`src/blit_consts.vh`:
```
// constants of the expanded blit order engine
`ifndef BLIT_CONSTS_VH
`define BLIT_CONSTS_VH
// ==========================================================
// register byte offsets
`define OFF_CTRL     8'h00
`define OFF_ORDER    8'h04
`define OFF_BOOL     8'h08
`define OFF_LBASE    8'h0C
`define OFF_BEND     8'h10
`define OFF_DWARP    8'h14
`define OFF_STATUS   8'h18
// ==========================================================
// field positions
`define CTRL_START   0
`define CTRL_B2T     1
`define ST_BUSY      0
`define ST_DONE      1
`define ST_FAULT     2
`define ST_BADOP     3
// ==========================================================
// reset values
`define RST_BOOL     4'hC
`define RST_WORD     32'h00000000
// ==========================================================
// order layout, in 16-bit words from the order base
`define OPC_EXPANDED 8'h36
`define W_OPBAND     4'h0
`define W_DA_HI      4'h1
`define W_DA_LO      4'h2
`define W_FW         4'h3
`define W_FH         4'h4
`define W_SA_HI      4'h5
`define W_SA_LO      4'h6
`define W_SW         4'h7
`define W_SCALE      4'h8
`endif

```
`src/expand_counter.v`:
```
// replication phase counter for one axis of the expansion
`timescale 1ns/10ps
module expand_counter #(
  parameter W = 4
) (
  // clock and control
  input  wire         ref_clk,
  input  wire         rst,
  input  wire         ce,
  // phase control
  input  wire         load,
  input  wire [W-1:0] load_val,
  input  wire         step,
  input  wire [W-1:0] limit,
  // state
  output wire [W-1:0] phase,
  output wire         wrap
);
  reg [W-1:0] phase_q;

  assign phase = phase_q;
  assign wrap  = step && (phase_q >= limit);

  always @(posedge ref_clk or posedge rst) begin
    if (rst) begin
      phase_q <= {W{1'b0}};
    end else if (ce) begin
      if (load) begin
        phase_q <= load_val;
      end else if (step) begin
        phase_q <= wrap ? {W{1'b0}} : phase_q + 1'b1;
      end
    end
  end
endmodule // expand_counter

```
`src/expanded_blit_to_banded_bitmap.v`:
```
// expanded source to banded bitmap blit order engine with APB registers
// Notes on behaviour
// - order is opcode 0x36, band, dest addr, width, height, source addr, warp, scales.
// - source is expanded then combined with destination by the boolean code.
// - physical destination address is logical address plus logical base offset.
// - smaller frame width or height applies only that part of the expansion.
// - each next source scanline starts source warp further on.
// - only the order's own source warp is used.
// - horizontal scale code is low nibble, factor code plus one.
// - unsupported horizontal codes give no horizontal scaling.
// - horizontal clip offset is high nibble, skips that many left expanded bits.
// - vertical scale code is low nibble, any value, factor code plus one.
// - vertical clip offset is high nibble, counted from the starting edge.
// - nonzero vertical offset skips that many expanded scanlines first.
// - band fault when the frame passes the band end address.
// - on fault the band number steps up, or down when bottom-to-top.
// - on fault addresses and vertical offset are rewritten for the next band.
// - on fault frame height is rewritten with the scanlines left.
`timescale 1ns/10ps
`include "blit_consts.vh"
module expanded_blit_to_banded_bitmap (
  // clock, reset, enable
  input  wire        ref_clk,
  input  wire        rst,
  input  wire        ce,
  // apb slave
  input  wire        psel,
  input  wire        penable,
  input  wire        pwrite,
  input  wire [7:0]  paddr,
  input  wire [31:0] pwdata,
  output reg  [31:0] prdata,
  output reg         pready,
  output reg         pslverr,
  // bitmap memory, 16-bit words at byte addresses
  output reg         mem_req,
  output reg         mem_we,
  output reg  [31:0] mem_addr,
  output reg  [15:0] mem_wdata,
  input  wire [15:0] mem_rdata,
  input  wire        mem_ack
);
  localparam S_IDLE  = 4'h0;
  localparam S_FETCH = 4'h1;
  localparam S_DEC   = 4'h2;
  localparam S_ROW   = 4'h3;
  localparam S_RDS   = 4'h4;
  localparam S_RDD   = 4'h5;
  localparam S_WRD   = 4'h6;
  localparam S_EROW  = 4'h7;
  localparam S_RW    = 4'h8;

  // ==========================================================
  // registers
  reg [3:0]  state_q;
  reg [31:0] order_q, lbase_q, bend_q, dwarp_q;
  reg [3:0]  bool_q;
  reg        b2t_q, busy_q, done_q, fault_q, badop_q;
  reg [3:0]  widx_q;
  reg [7:0]  band_q;
  reg [31:0] da_q, sa_q;
  reg [15:0] fw_q, fh_q, sw_q;
  reg [3:0]  horiz_clip_offset_q, horiz_scale_code_q, vert_clip_offset_q, vert_scale_code_q;
  reg [31:0] drow_q, srow_q, dcol_q, scol_q;
  reg [15:0] cols_q, rows_q;
  reg        sbit_q;

  wire apb_acc = psel && penable && pready;
  wire apb_wr  = apb_acc && pwrite;
  wire mapped  = (paddr == `OFF_CTRL) || (paddr == `OFF_ORDER) || (paddr == `OFF_BOOL) ||
                 (paddr == `OFF_LBASE) || (paddr == `OFF_BEND) || (paddr == `OFF_DWARP) ||
                 (paddr == `OFF_STATUS);
  wire start   = apb_wr && (paddr == `OFF_CTRL) && pwdata[`CTRL_START] && !busy_q;
  wire st_clr  = apb_wr && (paddr == `OFF_STATUS);

  // ==========================================================
  // expansion control
  reg hx_ok;
  always @* begin
    case (horiz_scale_code_q)
      4'h0, 4'h1, 4'h2, 4'h3, 4'h5, 4'h7, 4'hB, 4'hF: hx_ok = 1'b1;
      default: hx_ok = 1'b0;
    endcase
  end
  wire [3:0] hlim  = hx_ok ? horiz_scale_code_q : 4'h0;
  wire [3:0] hoff  = hx_ok ? horiz_clip_offset_q : 4'h0;
  // fault when the next row would start beyond the band end in travel direction
  wire band_fault = b2t_q ? (drow_q < bend_q) : (drow_q >= bend_q);

  wire       mem_done = mem_req && mem_ack;
  wire       row_go = (state_q == S_ROW) && (rows_q != 16'h0000) && !band_fault;
  wire       pix_done = (state_q == S_WRD) && mem_done;
  wire       row_done = (state_q == S_EROW);
  wire       h_wrap, v_wrap;
  wire [3:0] v_phase;

  expand_counter #(.W(4)) u_hcnt (
    .ref_clk  (ref_clk),
    .rst      (rst),
    .ce       (ce),
    .load     (row_go),
    .load_val (hoff),
    .step     (pix_done),
    .limit    (hlim),
    .phase    (),
    .wrap     (h_wrap)
  );

  expand_counter #(.W(4)) u_vcnt (
    .ref_clk  (ref_clk),
    .rst      (rst),
    .ce       (ce),
    .load     (state_q == S_DEC),
    .load_val (vert_clip_offset_q),
    .step     (row_done),
    .limit    (vert_scale_code_q),
    .phase    (v_phase),
    .wrap     (v_wrap)
  );

  wire [31:0] dword_addr = {3'h0, dcol_q[31:4], 1'b0};
  wire [31:0] sword_addr = {3'h0, scol_q[31:4], 1'b0};
  wire [31:0] ord_word   = order_q + {27'h0, widx_q, 1'b0};
  wire        dbit       = mem_rdata[~dcol_q[3:0]];
  wire        res_bit    = bool_q[{sbit_q, dbit}];
  wire [31:0] da_log     = drow_q - lbase_q;
  wire [7:0]  band_nx    = b2t_q ? band_q - 8'h01 : band_q + 8'h01;

  reg [15:0] rw_data;
  always @* begin
    case (widx_q)
      `W_OPBAND: rw_data = {`OPC_EXPANDED, band_nx};
      `W_DA_HI:  rw_data = da_log[31:16];
      `W_DA_LO:  rw_data = da_log[15:0];
      `W_FH:     rw_data = rows_q;
      `W_SA_HI:  rw_data = srow_q[31:16];
      `W_SA_LO:  rw_data = srow_q[15:0];
      `W_SCALE:  rw_data = {horiz_clip_offset_q, horiz_scale_code_q, v_phase, vert_scale_code_q};
      default:   rw_data = mem_rdata;
    endcase
  end

  // ==========================================================
  // apb slave, one wait state per transfer
  always @(posedge ref_clk or posedge rst) begin
    if (rst) begin
      pready  <= 1'b0;
      pslverr <= 1'b0;
      prdata  <= `RST_WORD;
      order_q <= `RST_WORD;
      lbase_q <= `RST_WORD;
      bend_q  <= `RST_WORD;
      dwarp_q <= `RST_WORD;
      bool_q  <= `RST_BOOL;
      b2t_q   <= 1'b0;
    end else if (ce) begin
      pready  <= psel && penable && !pready;
      pslverr <= psel && penable && !pready && !mapped;
      if (psel && penable && !pready) begin
        case (paddr)
          `OFF_CTRL:   prdata <= {30'h0, b2t_q, 1'b0};
          `OFF_ORDER:  prdata <= order_q;
          `OFF_BOOL:   prdata <= {28'h0, bool_q};
          `OFF_LBASE:  prdata <= lbase_q;
          `OFF_BEND:   prdata <= bend_q;
          `OFF_DWARP:  prdata <= dwarp_q;
          `OFF_STATUS: prdata <= {28'h0, badop_q, fault_q, done_q, busy_q};
          default:     prdata <= `RST_WORD;
        endcase
      end
      // geometry is frozen while an order runs
      if (apb_wr && !busy_q) begin
        case (paddr)
          `OFF_CTRL:  b2t_q   <= pwdata[`CTRL_B2T];
          `OFF_ORDER: order_q <= {pwdata[31:1], 1'b0};
          `OFF_BOOL:  bool_q  <= pwdata[3:0];
          `OFF_LBASE: lbase_q <= pwdata;
          `OFF_BEND:  bend_q  <= pwdata;
          `OFF_DWARP: dwarp_q <= pwdata;
          default:    order_q <= order_q;
        endcase
      end
    end
  end

  // ==========================================================
  // order engine
  always @(posedge ref_clk or posedge rst) begin
    if (rst) begin
      state_q   <= S_IDLE;
      busy_q    <= 1'b0;
      done_q    <= 1'b0;
      fault_q   <= 1'b0;
      badop_q   <= 1'b0;
      widx_q    <= 4'h0;
      band_q    <= 8'h00;
      da_q      <= `RST_WORD;
      sa_q      <= `RST_WORD;
      fw_q      <= 16'h0000;
      fh_q      <= 16'h0000;
      sw_q      <= 16'h0000;
      horiz_clip_offset_q    <= 4'h0;
      horiz_scale_code_q    <= 4'h0;
      vert_clip_offset_q    <= 4'h0;
      vert_scale_code_q    <= 4'h0;
      drow_q    <= `RST_WORD;
      srow_q    <= `RST_WORD;
      dcol_q    <= `RST_WORD;
      scol_q    <= `RST_WORD;
      cols_q    <= 16'h0000;
      rows_q    <= 16'h0000;
      sbit_q    <= 1'b0;
      mem_req   <= 1'b0;
      mem_we    <= 1'b0;
      mem_addr  <= `RST_WORD;
      mem_wdata <= 16'h0000;
    end else if (ce) begin
      // write one to clear; a completion in the same cycle wins
      if (st_clr) begin
        if (pwdata[`ST_DONE])  done_q  <= 1'b0;
        if (pwdata[`ST_FAULT]) fault_q <= 1'b0;
        if (pwdata[`ST_BADOP]) badop_q <= 1'b0;
      end
      case (state_q)
        S_IDLE: begin
          if (start) begin
            busy_q  <= 1'b1;
            widx_q  <= `W_OPBAND;
            state_q <= S_FETCH;
          end
        end
        S_FETCH: begin
          if (!mem_req) begin
            mem_req  <= 1'b1;
            mem_we   <= 1'b0;
            mem_addr <= ord_word;
          end else if (mem_ack) begin
            mem_req <= 1'b0;
            widx_q  <= widx_q + 4'h1;
            case (widx_q)
              `W_OPBAND: begin
                band_q <= mem_rdata[7:0];
                if (mem_rdata[15:8] != `OPC_EXPANDED) begin
                  badop_q <= 1'b1;
                  busy_q  <= 1'b0;
                  state_q <= S_IDLE;
                end
              end
              `W_DA_HI: da_q[31:16] <= mem_rdata;
              `W_DA_LO: da_q[15:0]  <= mem_rdata;
              `W_FW:    fw_q        <= mem_rdata;
              `W_FH:    fh_q        <= mem_rdata;
              `W_SA_HI: sa_q[31:16] <= mem_rdata;
              `W_SA_LO: sa_q[15:0]  <= mem_rdata;
              `W_SW:    sw_q        <= mem_rdata;
              default: begin
                horiz_clip_offset_q  <= mem_rdata[15:12];
                horiz_scale_code_q  <= mem_rdata[11:8];
                vert_clip_offset_q  <= mem_rdata[7:4];
                vert_scale_code_q  <= mem_rdata[3:0];
                state_q <= S_DEC;
              end
            endcase
          end
        end
        S_DEC: begin
          drow_q  <= da_q + lbase_q;
          srow_q  <= sa_q;
          rows_q  <= fh_q;
          state_q <= S_ROW;
        end
        S_ROW: begin
          if (rows_q == 16'h0000) begin
            done_q  <= 1'b1;
            busy_q  <= 1'b0;
            state_q <= S_IDLE;
          end else if (band_fault) begin
            widx_q  <= `W_OPBAND;
            state_q <= S_RW;
          end else begin
            dcol_q  <= drow_q;
            scol_q  <= srow_q;
            cols_q  <= fw_q;
            state_q <= (fw_q == 16'h0000) ? S_EROW : S_RDS;
          end
        end
        S_RDS: begin
          if (!mem_req) begin
            mem_req  <= 1'b1;
            mem_we   <= 1'b0;
            mem_addr <= sword_addr;
          end else if (mem_ack) begin
            mem_req <= 1'b0;
            sbit_q  <= mem_rdata[~scol_q[3:0]];
            state_q <= S_RDD;
          end
        end
        S_RDD: begin
          if (!mem_req) begin
            mem_req  <= 1'b1;
            mem_we   <= 1'b0;
            mem_addr <= dword_addr;
          end else if (mem_ack) begin
            mem_req   <= 1'b0;
            mem_wdata <= mem_rdata;
            mem_wdata[~dcol_q[3:0]] <= res_bit;
            state_q   <= S_WRD;
          end
        end
        S_WRD: begin
          if (!mem_req) begin
            mem_req <= 1'b1;
            mem_we  <= 1'b1;
          end else if (mem_ack) begin
            mem_req <= 1'b0;
            mem_we  <= 1'b0;
            dcol_q  <= dcol_q + 32'h1;
            cols_q  <= cols_q - 16'h1;
            if (h_wrap) scol_q <= scol_q + 32'h1;
            state_q <= (cols_q == 16'h0001) ? S_EROW : S_RDS;
          end
        end
        S_EROW: begin
          drow_q <= b2t_q ? drow_q - dwarp_q : drow_q + dwarp_q;
          rows_q <= rows_q - 16'h1;
          if (v_wrap) begin
            srow_q <= b2t_q ? srow_q - {16'h0, sw_q} : srow_q + {16'h0, sw_q};
          end
          state_q <= S_ROW;
        end
        S_RW: begin
          if (!mem_req) begin
            if (widx_q == `W_FW || widx_q == `W_SW) begin
              widx_q <= widx_q + 4'h1;
            end else begin
              mem_req   <= 1'b1;
              mem_we    <= 1'b1;
              mem_addr  <= ord_word;
              mem_wdata <= rw_data;
            end
          end else if (mem_ack) begin
            mem_req <= 1'b0;
            mem_we  <= 1'b0;
            widx_q  <= widx_q + 4'h1;
            if (widx_q == `W_SCALE) begin
              fault_q <= 1'b1;
              busy_q  <= 1'b0;
              state_q <= S_IDLE;
            end
          end
        end
        default: state_q <= S_IDLE;
      endcase
    end
  end
endmodule // expanded_blit_to_banded_bitmap

```
`config.mk`:
```
export PLATFORM = sky130hd
export DESIGN_NAME = expanded_blit_to_banded_bitmap
export DESIGN_NICKNAME = d
export VERILOG_FILES = /design/src/expand_counter.v /design/src/expanded_blit_to_banded_bitmap.v
export VERILOG_INCLUDE_DIRS = /design/src
export SDC_FILE = /design/constraint.sdc
export NUM_CORES = 2
export LEC_CHECK = 0
export CAP_MARGIN = 0
export CORE_MARGIN = 1
export CORE_UTILIZATION = 65
export DETAILED_ROUTE_END_ITERATION = 8
export DONT_BUFFER_PORTS = 1
export PLACE_DENSITY_LB_ADDON = 0.25
export SYNTH_ARGS = -nofsm -noshare
export SYNTH_HDL_FRONTEND = slang
export SYNTH_SLANG_ARGS = --single-unit
export TNS_END_PERCENT = 10
```
`constraint.sdc`:
```
create_clock -name ref_clk -period 20.4 [get_ports ref_clk]
set_input_delay 4.08 -clock ref_clk [delete_from_list [all_inputs] [get_ports ref_clk]]
set_output_delay 4.08 -clock ref_clk [all_outputs]
set_load 0.02 [all_outputs]
```
After elaboration in Yosys (flattened, before gate mapping)
Memories as Yosys holds them, arrays and structs flattened. Index checks and enable logic that the tools add are counted.

Register bits: 533. Output and inout bits: 84. Word-level logic and storage cells: 317. Memories kept: 1. Input port bits: 63. Memory bits (read-only): 16.

$lt $le $gt $ge: 8. Multiplexer cells: 119. Bitwise logic cells: 3. Eq/ne operators: 54. $add $sub $neg: 16. Reduce and logical (&&, ||, !) cells: 76.

Memories: (name not given) (depth 16, bits a word 1, rd ports 1, clocked after memory_dff 0, write ports 0, RTL line expanded_blit_to_banded_bitmap.v:80) `case (horiz_scale_code_q)`.

Operator list (count): 32-bit two-way mux (17); 32-bit case mux with 2 select lines (4); 32-bit case mux with 7 select lines (1); 16-bit two-way mux (8); 32-bit case mux with 4 select lines (1); 4-bit two-way mux (30); 16-bit case mux with 7 select lines (1); 16-bit case mux with 2 select lines (3); 32-bit by 1-bit adder with 32-bit output, second input constant (2); 32-bit adder (2); 32-bit subtractor (2); 2-bit != test, second input constant (24); 5-bit AND reduction (9); 1-bit two-way mux (40); 32-bit by 16-bit adder with 32-bit output (1); 32-bit by 5-bit adder with 32-bit output (1); 4-bit by 3-bit == test with 1-bit output, second input constant (8); 32-bit greater-or-equal comparator (1); 16-bit logical NOT (2); 32-bit less-than comparator (1); 4-bit case mux with 8 select lines (1); 16-bit by 1-bit subtractor with 16-bit output, second input constant (2); 32-bit by 16-bit subtractor with 32-bit output (1); 8-bit by 5-bit == test with 1-bit output, second input constant (3); 50 further kinds (111).

Depth between registers and ports, before layout
Depth after elaboration: 10. Mapped depth: 19. Mapped depth without buffers: 19.

Cells and area by module
From an unflattened synthesis, not the netlist that was laid out.

Cells, all modules: 3850. Area total of the unflattened synthesis: 34406.7 um2.

Modules (own cells, without submodules): expanded_blit_to_banded_bitmap (area each 33691.1 um2, times used 1, cells each 3768, seq. area each 13115.1 um2); expand_counter (area each 357.8 um2, times used 2, cells each 41, seq. area each 100.1 um2).

Worst setup path after synthesis
No wires, ideal clock.

Kind: input to register. Start: input port mem_rdata[1]. End: register mem_wdata[14]. Library setup time: 0.132 ns. Data required time: 20.268 ns. Cell stages on the path: 8. Buffers on the path: 1. Setup slack: 14.110 ns. Arrival time: 6.159 ns. Path through: mux4_1 > mux4_2 > mux4_2 > buf_6 > mux2i_4 > o22ai_1 > a211oi_1 > o31ai_1.

Longest elaborated chain between the ends: 8.

Ends and longest elaborated chain: from (decl) (RTL line expanded_blit_to_banded_bitmap.v:40) `input wire [15:0] mem_rdata,`; 1-bit binary-select mux with 4-bit select (RTL line expanded_blit_to_banded_bitmap.v:124) `wire dbit = mem_rdata[~dcol_q[3:0]];`; 1-bit two-way mux (implied by the code) (RTL line expanded_blit_to_banded_bitmap.v:124); 1-bit binary-select mux with 2-bit select (RTL line expanded_blit_to_banded_bitmap.v:125) `wire res_bit = bool_q[{sbit_q, dbit}];`; 1-bit two-way mux (implied by the code) (RTL line expanded_blit_to_banded_bitmap.v:125); 16-bit bitwise mux (RTL line expanded_blit_to_banded_bitmap.v:306) `mem_wdata[~dcol_q[3:0]] <= res_bit;`; 16-bit two-way mux (RTL line expanded_blit_to_banded_bitmap.v:303) `end else if (mem_ack) begin`; 16-bit two-way mux (RTL line expanded_blit_to_banded_bitmap.v:299) `if (!mem_req) begin`; 16-bit case mux with 2 select lines (RTL line expanded_blit_to_banded_bitmap.v:224) `case (state_q)`; to (signal assigned) (RTL line expanded_blit_to_banded_bitmap.v:305) `mem_wdata <= mem_rdata;`; to (signal, indexed assignment) (RTL line expanded_blit_to_banded_bitmap.v:306); to (signal assigned) (RTL line expanded_blit_to_banded_bitmap.v:339) `mem_wdata <= rw_data;`; to (decl) (RTL line expanded_blit_to_banded_bitmap.v:39) `output reg [15:0] mem_wdata,`.

No other way between the ends. The select of a mux whose other input is x is not followed. A chain may end at the register's enable or synchronous reset.

Worst setup path after layout
Start: input port paddr[1]. End: register widx_q[3].

Longest elaborated chain between the ends: 6.

Ends and longest elaborated chain: from (decl) (RTL line expanded_blit_to_banded_bitmap.v:30) `input wire [7:0] paddr,`; 8-bit logical NOT; 1-bit logical AND (3 in a row) (RTL line expanded_blit_to_banded_bitmap.v:73) `` wire start = apb_wr && (paddr == `OFF_CTRL) && pwdata[`CTRL_START] && !busy_q; ``; 2-bit != test (no source line); 7-bit AND reduction (no source line); to (signal assigned) (RTL line expanded_blit_to_banded_bitmap.v:228) `` widx_q <= `W_OPBAND; ``; to (signal assigned) (RTL line expanded_blit_to_banded_bitmap.v:239) `widx_q <= widx_q + 4'h1;`; to (signal assigned) (RTL line expanded_blit_to_banded_bitmap.v:278) `` widx_q <= `W_OPBAND; ``; to (decl) (RTL line expanded_blit_to_banded_bitmap.v:59) `reg [3:0] widx_q;`.

No other way between the ends.

==> results.py <==
metrics = {
    "yosys": {
        "synth_area_per_cell_um2": 9.00,
        "ys_seq_elements": 532,
        "async_flop_share_pct": 100,
        "synthTopCellsByArea": "dfrtp_1 (38%), mux2_2 (8.3%), ha_1 (6.8%), a21oi_1 (4.9%), o21ai_0 (4.4%)",
        "synth_cells": 3880,
        "ys_seq_area_share_pct": 38.1,
        "yosys.area.top_type": "dfrtp_1",
        "synth_area_mm2": 0.0349,
        "synth_flop_cell": "dfrtp_1",
        "synth_top_area_share_pct": 38.0,
        "yosysUniqueCellTypes": 90,
        "synthesis.nets": 4140,
        "synth_enable_flop_cells": 0,
        "yosys_warnings": 0,
    },
    "die": {
        "die_h_um": 234,
        "start_util_pct": 66.2,
        "core_mm2": 0.0528,
        "rows": 84,
        "die_x_um": 234,
        "dieArea_mm2": 0.0546,
        "io_pins": 147,
    },
    "routing": {
        "drt_wl_total_mm": 120,
        "dr.pass1.iters": 9,
        "wire_per_inst_um": 26.8,
        "ant_nets": 0,
        "vias_per_cell": 7.03,
        "drc": 25,
        "drt_first_iter_violations": 4537,
        "num_vias": 31600,
    },
    "pwr": {
        "seq_power_share_pct": 35.9,
        "leakage_uw": 0.0166,
        "pwr-share-clk_pct": 22.6,
        "power-per-cell-area_mw_per_mm2": 124,
        "p_int_uw": 2580,
        "swShare_pct": 43.8,
        "ir_drop_mv": 0.0709,
        "switchingPower_uw": 2010,
        "p_comb_share_pct": 41.5,
    },
    "clocking": {
        "post_cts_resized": 0,
        "hold_buffers": 0,
        "cts-root-buf": "clkbuf_16",
        "postCtsSetupBuffers": 0,
        "clock-sinks": 532,
        "cts.htree.levels": 2,
        "cts-buffers-inserted": 57,
        "clockBufferDepth": 3,
        "cts_tree": "done",
        "clkLatencyLatePin_ps": 630,
        "clk_pin_slew_worst_paths_ps": 60,
    },
    "worst_setup_path": {
        "r2r_end": "drow_q[28]",
        "cp-endpoint": "widx_q[3]",
        "crit_fanout": 7,
        "max_stage_delay_ps": 960,
        "path_cells": "nor3_1, nand4bb_1, nor4_1, o41ai_1, nor2_1, nand3_1, or3_1, nand3_1, o21ai_0, a221o_1",
        "reg2reg_slack_ps": 15310,
        "critPathKind": "primary input to flop",
        "cp.required_ps": 20920,
        "r2r_start": "b2t_q",
        "critPathLaunch": "paddr[1]",
        "reg2reg_depth": 13,
        "cp_slowest_cell": "nor4_1",
        "timing.critical_path.mode_cell": "nand3_1",
        "endpoint_kind": "flop",
        "crit_arrival_ps": 7210,
        "critPathLaunchType": "primary input",
    },
    "timing": {
        "setup_viol": 0,
        "hold_viol": 0,
        "fin_crit_ps": 6690,
        "slew_viol_final": 0,
        "layout_setup_ws_ps": 13710,
        "tns_ps": 0,
        "slew_headroom_pct": 20.9,
        "grt_setup_unrepaired": "false",
        "finalClockSkew_ps": 22.8,
        "min_period_over_period_pct": 32.8,
        "worst_pin_slew_ps": 1180,
        "clock.fmax_mhz": 149,
    },
    "place": {
        "port_buffers": 0,
        "placed_area_mm2": 0.0353,
        "pre_cts_ws_ps": 13090,
        "routabilityCongestion": 1.05,
        "dp_hpwl_mm": 85.7,
    },
    "global_routing": {
        "grt_pass1_wl_mm": 180,
        "antenna_found_initial": 10,
        "grt_max_degree": 156,
        "grt_pass1_vias": 28700,
        "grt_util_all_layers_pct": 43.9,
        "globalRouteOverflowTotal": 0,
    },
    "run_status": {
        "violations": "DRC",
        "status": "finished with violations",
    },
    "cells_and_area": {
        "drive_gt1_share_pct": 11.6,
        "final_nets": 4017,
        "syn_to_final_growth_pct": 6.32,
        "final_cell_area_mm2": 0.0371,
        "fin_util_pct": 70.3,
    },
    "worst_hold_path": {
        "hold_class": "flop to flop",
    },
    "run": {
        "cap_violations": 0,
    },
}
[critical path, delay by kind of cell]
| kind | cells | cell delay, ps |
|---|---|---|
| compound gates | 3 | 790 |
| simple gates | 7 | 2330 |
[cell usage after synthesis, types with 45 or more instances]
cell / n
nor3_1: 77
ha_1: 191
inv_1: 154
a21o_1: 77
xor2_1: 45
clkbuf_1: 180
mux2_2: 256
a22oi_1: 46
nand2_1: 380
xnor2_1: 130
nand3_1: 116
dfrtp_1: 530
nor2_1: 320
a222oi_1: 56
o21ai_0: 309
a21oi_1: 341
nand4_1: 47
[how the worst min path moves through the flow]
stage,endpoint,cells after the start,start
floorplan,done_q,2,done_q
global placement,cols_q[8],1,cols_q[8]
detailed placement,cols_q[8],1,cols_q[8]
CTS,cols_q[8],1,cols_q[8]
global route,cols_q[8],1,cols_q[8]
finish,cols_q[8],1,cols_q[8]
[flip-flops by register name, indices dropped and copies added (netlist names), 31 cells and up]
register  flops
lbase_q      32
dcol_q       32
order_q      31
prdata       32
dwarp_q      32
sa_q         32
drow_q       32
srow_q       32
mem_addr     31
scol_q       32
bend_q       32
da_q         32
[stage by stage]
| stage | hold WS, ps | instances | power (uW) |
|---|---|---|---|
| 2_1_floorplan | 446 | 3880 | 2870 |
| 3_3_place_gp | 465 | 4386 | 3430 |
| 3_5_place_dp | 467 | 4386 | 3460 |
| 4_1_cts | 485 | 4484 | 4490 |
| 5_1_grt | 505 | 4485 | 4800 |
| 6_report | 483 | 4490 | 4590 |
[metal layers]
metal | global-route usage (%) | vias to the layer above | share of wire (%)
met4 | 23.3 | 4 | 5.8
met3 | 11.8 | 403 | 13
li1 | - | 14000 | -
met2 | 62.6 | 1992 | 42
met5 | 0 | - | 0.015
met1 | 61.0 | 15200 | 39
[cells by family after synthesis]
logic type,Yosys count,synth area share (%)
AO/OA/AOI/OAI,1166,21.2
AND/OR/NAND/NOR,1139,15.1
flip-flops,532,38.1
buffers and inverters,377,4.19
multiplexers,293,9.77
adder cells (fa/ha/maj),197,7.19
XOR/XNOR,175,4.39
other,1,0.0107
[power groups by stage]
stage	sequential [uW]	clock [uW]	combinational [uW]
2_1_floorplan	1470	0	1400
3_3_place_gp	1640	0	1790
3_5_place_dp	1640	0	1820
4_1_cts	1620	1040	1830
5_1_grt	1660	1080	2070
6_report	1650	1040	1910
[cells in the final DEF, fill, tap and decap left out, drive strengths merged, types with 17 or more instances in the layout]
cell / netlist / final
o21a: 18 / 18
xnor2: 130 / 130
nor2: 320 / 320
buf: 40 / 39
a22oi: 46 / 46
o211ai: 24 / 24
o22ai: 24 / 24
xor2: 45 / 45
nor2b: 30 / 30
o21ai: 313 / 313
a21o: 77 / 77
nor4: 24 / 24
nand4: 47 / 47
o31ai: 18 / 18
o2bb2ai: 17 / 17
a221oi: 26 / 26
a21oi: 342 / 342
ha: 191 / 191
nand2: 380 / 380
a211oi: 40 / 40
a222oi: 56 / 56
clkbuf: 181 / 84
and3: 35 / 35
mux2i: 26 / 26
a31oi: 41 / 41
mux2: 256 / 256
nand2b: 35 / 35
nor3: 81 / 81
nand3: 116 / 116
inv: 154 / 154
dfrtp: 530 / 530
[final cells by class]
cell class,count,area [um^2]
clock buffer,84,1690
tap,688,861
fill,4166,15600
clock inverter,14,126
timing repair buffer,39,305
inverter,156,593
sequential,532,13300
multi-input combinational,2971,20200
antenna,6,15.0
(Power assumes the default switching activity.)
